--- config.mk ---
export PLATFORM = sky130hd
export DESIGN_NAME = pttd_delay_counter
export DESIGN_NICKNAME = d
export VERILOG_FILES = /design/src/verilog/pttd_pkg.sv /design/src/verilog/pttd_delay_counter.sv /design/src/verilog/pttd_step_sync.sv /design/src/verilog/pttd_status_port.sv
export SDC_FILE = /design/constraint.sdc
export NUM_CORES = 1
export LEC_CHECK = 0
export BUFFER_PORTS_ARGS = -buffer_cell sky130_fd_sc_hd__buf_2
export CAP_MARGIN = 10
export CORE_ASPECT_RATIO = 0.5
export CORE_UTILIZATION = 45
export DETAILED_ROUTE_END_ITERATION = 12
export PLACE_DENSITY = 0.76
export SETUP_SLACK_MARGIN = 0.02
export SYNTH_ARGS = -nofsm -noshare
export SYNTH_HDL_FRONTEND = slang
export SYNTH_HIERARCHICAL = 1
export SYNTH_SLANG_ARGS = --single-unit
--- constraint.sdc ---
create_clock -name i_clock -period 4.13 [get_ports i_clock]
set_input_delay 1.0325 -clock i_clock [delete_from_list [all_inputs] [get_ports i_clock]]
set_output_delay 1.0325 -clock i_clock [all_outputs]
set_load 0.1 [all_outputs]
--- src/verilog/pttd_pkg.sv ---
// Shared constants for the post-trigger delay counter
package pttd_pkg;
    // Controller port map (8-bit port addresses)
    localparam logic [7:0] PTTD_STATUS_PORT = 8'h02;
    localparam logic [7:0] PTTD_TOP_LOAD_PORT = 8'h03;
    localparam logic [7:0] PTTD_LOW_LOAD_PORT = 8'h05;
    localparam logic [7:0] PTTD_MID_LOAD_PORT = 8'h06;
    localparam logic [7:0] PTTD_MEM_CTRL_PORT = 8'h0c;

    // Counter geometry: low 4, mid 7, top 4 bits
    localparam int PTTD_CNT_W = 15;
    localparam int PTTD_LOW_LSB = 0;
    localparam int PTTD_LOW_MSB = 3;
    localparam int PTTD_MID_LSB = 4;
    localparam int PTTD_MID_MSB = 10;
    localparam int PTTD_TOP_LSB = 11;
    localparam int PTTD_TOP_MSB = 14;
    localparam int PTTD_UP_W = 11;

    // Data bus lanes feeding each section
    localparam int PTTD_LOW_DATA_LSB = 0;
    localparam int PTTD_LOW_DATA_MSB = 3;
    localparam int PTTD_MID_DATA_LSB = 0;
    localparam int PTTD_MID_DATA_MSB = 6;
    localparam int PTTD_TOP_DATA_LSB = 4;
    localparam int PTTD_TOP_DATA_MSB = 7;

    // Field positions
    localparam int PTTD_LOW_EN_BIT = 5;
    localparam int PTTD_STOP_BIT = 0;
    localparam int PTTD_UPDONE_BIT = 6;

    // Reset values and terminal count
    localparam logic [14:0] PTTD_CNT_RESET = 15'h0000;
    localparam logic [14:0] PTTD_CNT_ONES = 15'h7fff;
    localparam logic [14:0] PTTD_CNT_ONE = 15'h0001;
    localparam logic [7:0] PTTD_BYTE_ZERO = 8'h00;
endpackage : pttd_pkg

--- src/verilog/pttd_delay_counter.sv ---
// Post-trigger delay counter with controller port loads and status
`timescale 1ns/1ns
module pttd_delay_counter
    import pttd_pkg::*;
(
    input wire logic i_clock,
    input wire logic i_rst,
    input wire logic [7:0] i_port_addr,
    input wire logic [7:0] i_controller_bus_lines,
    input wire logic i_port_wr,
    input wire logic i_port_rd,
    input wire logic i_trigger_satisfied,
    input wire logic i_step_clock,
    output logic [7:0] o_read_data,
    output logic o_stop_acq,
    output logic o_lower_section_load_enable
);
    import pttd_pkg::*;

    logic [PTTD_CNT_W-1:0] count_reg;
    logic [PTTD_CNT_W-1:0] count_next;
    logic triggered_reg;
    logic step_pulse;
    logic wr_low;
    logic wr_mid;
    logic wr_top;
    logic wr_ctrl;
    logic any_load;
    logic at_terminal;
    logic advance;
    logic [3:0] lower_load_data_lines;
    logic [7:0] upper_load_data_lines;
    logic [3:0] stop_age_reg;

    // Step input comes from another clock source
    pttd_step_sync u_step_sync (
        .i_clock(i_clock),
        .i_rst(i_rst),
        .i_async(i_step_clock),
        .o_rise(step_pulse)
    );

    // Port decode and load strobes
    assign lower_load_data_lines =
        i_controller_bus_lines[PTTD_LOW_DATA_MSB:PTTD_LOW_DATA_LSB];
    assign upper_load_data_lines = i_controller_bus_lines;
    assign wr_ctrl = i_port_wr && i_port_addr == PTTD_MEM_CTRL_PORT;
    assign wr_low = i_port_wr && i_port_addr == PTTD_LOW_LOAD_PORT
        && o_lower_section_load_enable;
    assign wr_mid = i_port_wr && i_port_addr == PTTD_MID_LOAD_PORT;
    assign wr_top = i_port_wr && i_port_addr == PTTD_TOP_LOAD_PORT;
    assign any_load = wr_low || wr_mid || wr_top;
    assign at_terminal = &count_reg;

    // Step advances only while enable set; trigger gate otherwise
    assign advance = !at_terminal && (triggered_reg
        || (step_pulse && o_lower_section_load_enable));

    // Memory control: only the lower-section enable lives here
    always_ff @(posedge i_clock) begin
        if (i_rst) begin
            o_lower_section_load_enable <= 1'b0;
        end else if (wr_ctrl) begin
            o_lower_section_load_enable <=
                i_controller_bus_lines[PTTD_LOW_EN_BIT];
        end
    end

    // Trigger latch; a new load rearms, a trigger in that cycle wins
    always_ff @(posedge i_clock) begin
        if (i_rst) begin
            triggered_reg <= 1'b0;
        end else if (i_trigger_satisfied) begin
            triggered_reg <= 1'b1;
        end else if (any_load) begin
            triggered_reg <= 1'b0;
        end
    end

    // Loads take priority over counting; sections load independently
    always_comb begin
        count_next = count_reg;
        if (any_load) begin
            if (wr_low) begin
                count_next[PTTD_LOW_MSB:PTTD_LOW_LSB] =
                    lower_load_data_lines;
            end
            if (wr_mid) begin
                count_next[PTTD_MID_MSB:PTTD_MID_LSB] =
                    upper_load_data_lines[PTTD_MID_DATA_MSB:
                    PTTD_MID_DATA_LSB];
            end
            if (wr_top) begin
                count_next[PTTD_TOP_MSB:PTTD_TOP_LSB] =
                    upper_load_data_lines[PTTD_TOP_DATA_MSB:
                    PTTD_TOP_DATA_LSB];
            end
        end else if (advance) begin
            count_next = count_reg + PTTD_CNT_ONE;
        end
    end

    // Terminal count is sticky because advance stops at all ones
    always_ff @(posedge i_clock) begin
        if (i_rst) begin
            count_reg <= PTTD_CNT_RESET;
        end else begin
            count_reg <= count_next;
        end
    end

    // Stop flag from next value so it lines up with the count
    always_ff @(posedge i_clock) begin
        if (i_rst) begin
            o_stop_acq <= 1'b0;
        end else begin
            o_stop_acq <= &count_next;
        end
    end

    pttd_status_port u_status (
        .i_clock(i_clock),
        .i_rst(i_rst),
        .i_port_rd(i_port_rd),
        .i_port_addr(i_port_addr),
        .i_count(count_reg),
        .o_read_data(o_read_data)
    );

    // Age of a standing stop flag, only for the hold check below;
    // saturates so a long hold cannot wrap it back to zero
    always_ff @(posedge i_clock) begin
        if (i_rst) begin
            stop_age_reg <= 4'h0;
        end else if (!o_stop_acq || any_load) begin
            stop_age_reg <= 4'h0;
        end else if (!(&stop_age_reg)) begin
            stop_age_reg <= stop_age_reg + 4'h1;
        end
    end
endmodule : pttd_delay_counter

--- src/verilog/pttd_step_sync.sv ---
// Two-stage synchroniser with rising-edge pulse for the single-step clock
`timescale 1ns/1ns
module pttd_step_sync (
    input wire logic i_clock,
    input wire logic i_rst,
    input wire logic i_async,
    output logic o_rise
);
    logic meta_reg;
    logic sync_reg;
    logic last_reg;

    // First stage feeds only the second stage
    always_ff @(posedge i_clock) begin
        if (i_rst) begin
            meta_reg <= 1'b0;
            sync_reg <= 1'b0;
        end else begin
            meta_reg <= i_async;
            sync_reg <= meta_reg;
        end
    end

    always_ff @(posedge i_clock) begin
        if (i_rst) begin
            last_reg <= 1'b0;
            o_rise <= 1'b0;
        end else begin
            last_reg <= sync_reg;
            o_rise <= sync_reg & ~last_reg;
        end
    end
endmodule : pttd_step_sync

--- src/verilog/pttd_status_port.sv ---
// Registered status read port: stop flag and upper-done only
`timescale 1ns/1ns
module pttd_status_port
    import pttd_pkg::*;
(
    input wire logic i_clock,
    input wire logic i_rst,
    input wire logic i_port_rd,
    input wire logic [7:0] i_port_addr,
    input wire logic [pttd_pkg::PTTD_CNT_W-1:0] i_count,
    output logic [7:0] o_read_data
);
    import pttd_pkg::*;

    logic [7:0] status_next;

    // Counter value itself never reaches the bus
    always_comb begin
        status_next = PTTD_BYTE_ZERO;
        status_next[PTTD_STOP_BIT] = &i_count;
        status_next[PTTD_UPDONE_BIT] =
            ~&i_count[PTTD_TOP_MSB:PTTD_MID_LSB];
    end

    // Unread cycles and other ports return zero
    always_ff @(posedge i_clock) begin
        if (i_rst) begin
            o_read_data <= PTTD_BYTE_ZERO;
        end else if (i_port_rd && i_port_addr == PTTD_STATUS_PORT) begin
            o_read_data <= status_next;
        end else begin
            o_read_data <= PTTD_BYTE_ZERO;
        end
    end
endmodule : pttd_status_port

==> flow_metrics.env <==
export IMPL_die_area_sq_um=3550
export IMPL_routabilityCongestion=1.06
export IMPL_synth_area_leaders="dfxtp_1 32%, nand4_1 5.5%, mux2i_1 3.4%"
export IMPL_leakagePower_nw=0.645
export IMPL_cts_hold_buf=0
export IMPL_port_buffers=25
export IMPL_maxCapViolations=0
export IMPL_cts_tree="done"
export IMPL_clock_fmax_mhz=310
export IMPL_peakVddDrop_v=0.000142
export IMPL_avgSynthCellArea_sq_um=8.68
export IMPL_fp_dieW_microns=83.2
export IMPL_grt_max_degree=15
export IMPL_clock_latency_ps=270
export IMPL_htreeDepth=1
export IMPL_synth_warning_count=6
export IMPL_cp_cell_sequence="buf_2 > nor3b_2 > nand4_1 > nand2_1 > or3_1 > a31oi_1 > nor4_1 > and4_1"
export IMPL_finalHoldViolations=0
export IMPL_yosysTopAreaCell="dfxtp_1"
export IMPL_start_kind="input port"
export IMPL_ys_ff_latch=24
export IMPL_cts_buffers=3
export IMPL_drive_gt1_frac=0.219
export IMPL_synth_area_sq_um=1480
export IMPL_fin_crit_ps=3220
export IMPL_stdcell_area_sq_um=1680
export IMPL_cts_sinks=24
export IMPL_cts_clk_slew_worst_paths_ps=90
export IMPL_synthArstFlopShare=0
export IMPL_placed_cell_area_sq_um=1620
export IMPL_clock_root_buffer="clkbuf_8"
export IMPL_crit_type="input port to flip-flop"
export IMPL_drv_slew=0
export IMPL_area_growth_syn_to_layout_pct=12.9
export IMPL_synth_top_area_share=0.324
export IMPL_rsz0062_at_grt="no"
export IMPL_drtIter0Drc=148
export IMPL_fin_nets=220
export IMPL_status="completed"
export IMPL_coreArea_sq_um=3070
export IMPL_crit_path_max_fanout=12
export IMPL_cts_buffer_depth=2
export IMPL_first_global_vias=1195
export IMPL_worstMarginPinSlew_ps=911
export IMPL_postSynthCellCount=171
export IMPL_grt_pass1_wl_microns=5900
export IMPL_cts_resized=0
export IMPL_min_period_over_period=0.780
export IMPL_num_rows=14
export IMPL_drc=0
export IMPL_hold_path_class="flip-flop to flip-flop"
export IMPL_wl_microns=3760
export IMPL_largest_reg_flops=15
export IMPL_grt_overflow=0
export IMPL_via_per_inst=6.26
export IMPL_wire_per_inst_microns=15.9
export IMPL_antenna_cells=0
export IMPL_skew_ps=6.34
export IMPL_max_slew_margin=0.387
export IMPL_fin_total_pwr_mw=0.461
export IMPL_synth_most_common_cell="dfxtp_1"
export IMPL_crit_buf_inv=1
export IMPL_vias=1477
export IMPL_grt_util_all_layers=0.216
export IMPL_first_pass_iters=5
export IMPL_critPathArrivalTime_ps=3440
export IMPL_slowest_delay_ps=620
export IMPL_die_h_microns=42.6
export IMPL_hpwl_microns=2930
export IMPL_p_per_area_nw_per_um2=275
export IMPL_slowest_stage="nand4_1"
export IMPL_cp_required_ps=4350
export IMPL_synth_edf_count=0
export IMPL_placed_cells=232
export IMPL_final_setup_tns_ps=0
export IMPL_cts_setup_buffers=0
export IMPL_setup_viol=0
export IMPL_synth_flop_cell="dfxtp_1"
export IMPL_yosysUniqueCellTypes=52
export IMPL_yosysSeqAreaShare=0.324
export IMPL_instances_no_fill=236
export IMPL_ioPinCount=32
export IMPL_cp_end_kind="flip-flop"
export IMPL_fillers=263
export IMPL_drtAntennaViolNets=0
export IMPL_synthTopCellsByCount="24 x dfxtp_1, 13 x nand4_1, 13 x nor2_1, 9 x nand2_1, 8 x nand3_1"
export IMPL_antenna_found_initial=0
export IMPL_start_util=0.484
export IMPL_path_delay_family="simple AND/OR/NAND/NOR gates"
-- metal layers --
metal	part of all wire	GRT usage	wire, microns
met5	0	0	0
met4	0.015	0.0552	57
met1	0.47	0.319	1780
met2	0.41	0.303	1530
met3	0.11	0.0630	398
-- cell usage in the layout, fill, tap and decap left out, drive strengths merged, types with 4 or more instances in the layout --
cell    count
o21ai       5
a21oi       6
mux2i       5
a31oi       4
nor4        6
nand2       9
dfxtp      24
nand3       9
conb        6
buf        25
nor2b       5
clkbuf      4
nor4b       4
and2        8
nor3        4
nor2       13
nand4      13
-- worst reg2reg max path: stages, from the launching register on --
cell	delay, ps
dfxtp_1	430
ha_1	260
nand4_1	110
nor4_1	800
o21ai_0	240
a31oi_1	310
nand4_1	140
nor4_1	220
and4_1	220
-- layout make-up --
type	count	area [sq um]	area share
flip-flops and latches	24	480	0.287
inverters	3	11.3	0.00672
well taps	40	50.0	0.0299
clock buffers	4	55.1	0.0329
repair buffers	25	125	0.0747
multi-input cells	140	953	0.569
-- logic make-up after synthesis --
group,share of synthesized area
AOI/OAI and AO/OA,0.169
xor gates and xnor gates,0.0354
adders and majority gates,0.00843
buffers and inverters,0.0464
DFF,0.324
muxes,0.0337
other,0.00253
and+or+nand+nor,0.380
-- path summary, 6_finish.rpt --
kind                         from                 end  slack [ps]  depth (start not counted)
max                i_port_addr[5]          o_stop_acq         910                          8
min          u_step_sync/last_reg  u_step_sync/o_rise         410                          1
max reg2reg          count_reg[1]          o_stop_acq        1360                          8
min reg2reg  u_step_sync/last_reg  u_step_sync/o_rise         410                          1
-- power breakdown --
part / internal [mW] / switching (mW) / total (mW)
clock network: 0.0852 / 0.0752 / 0.160
registers: 0.235 / 0.00356 / 0.239
logic: 0.0163 / 0.0459 / 0.0622
-- through the flow --
step | setup WS, ps | hold WS, ps | util
after floorplan | 1320 | 387 | -
after global placement | 839 | 392 | 0.529
after detailed placement | 701 | 403 | 0.529
after CTS | 997 | 415 | 0.547
after global routing | 750 | 428 | 0.547
final | 909 | 410 | 0.547
(Power assumes the default switching activity.)
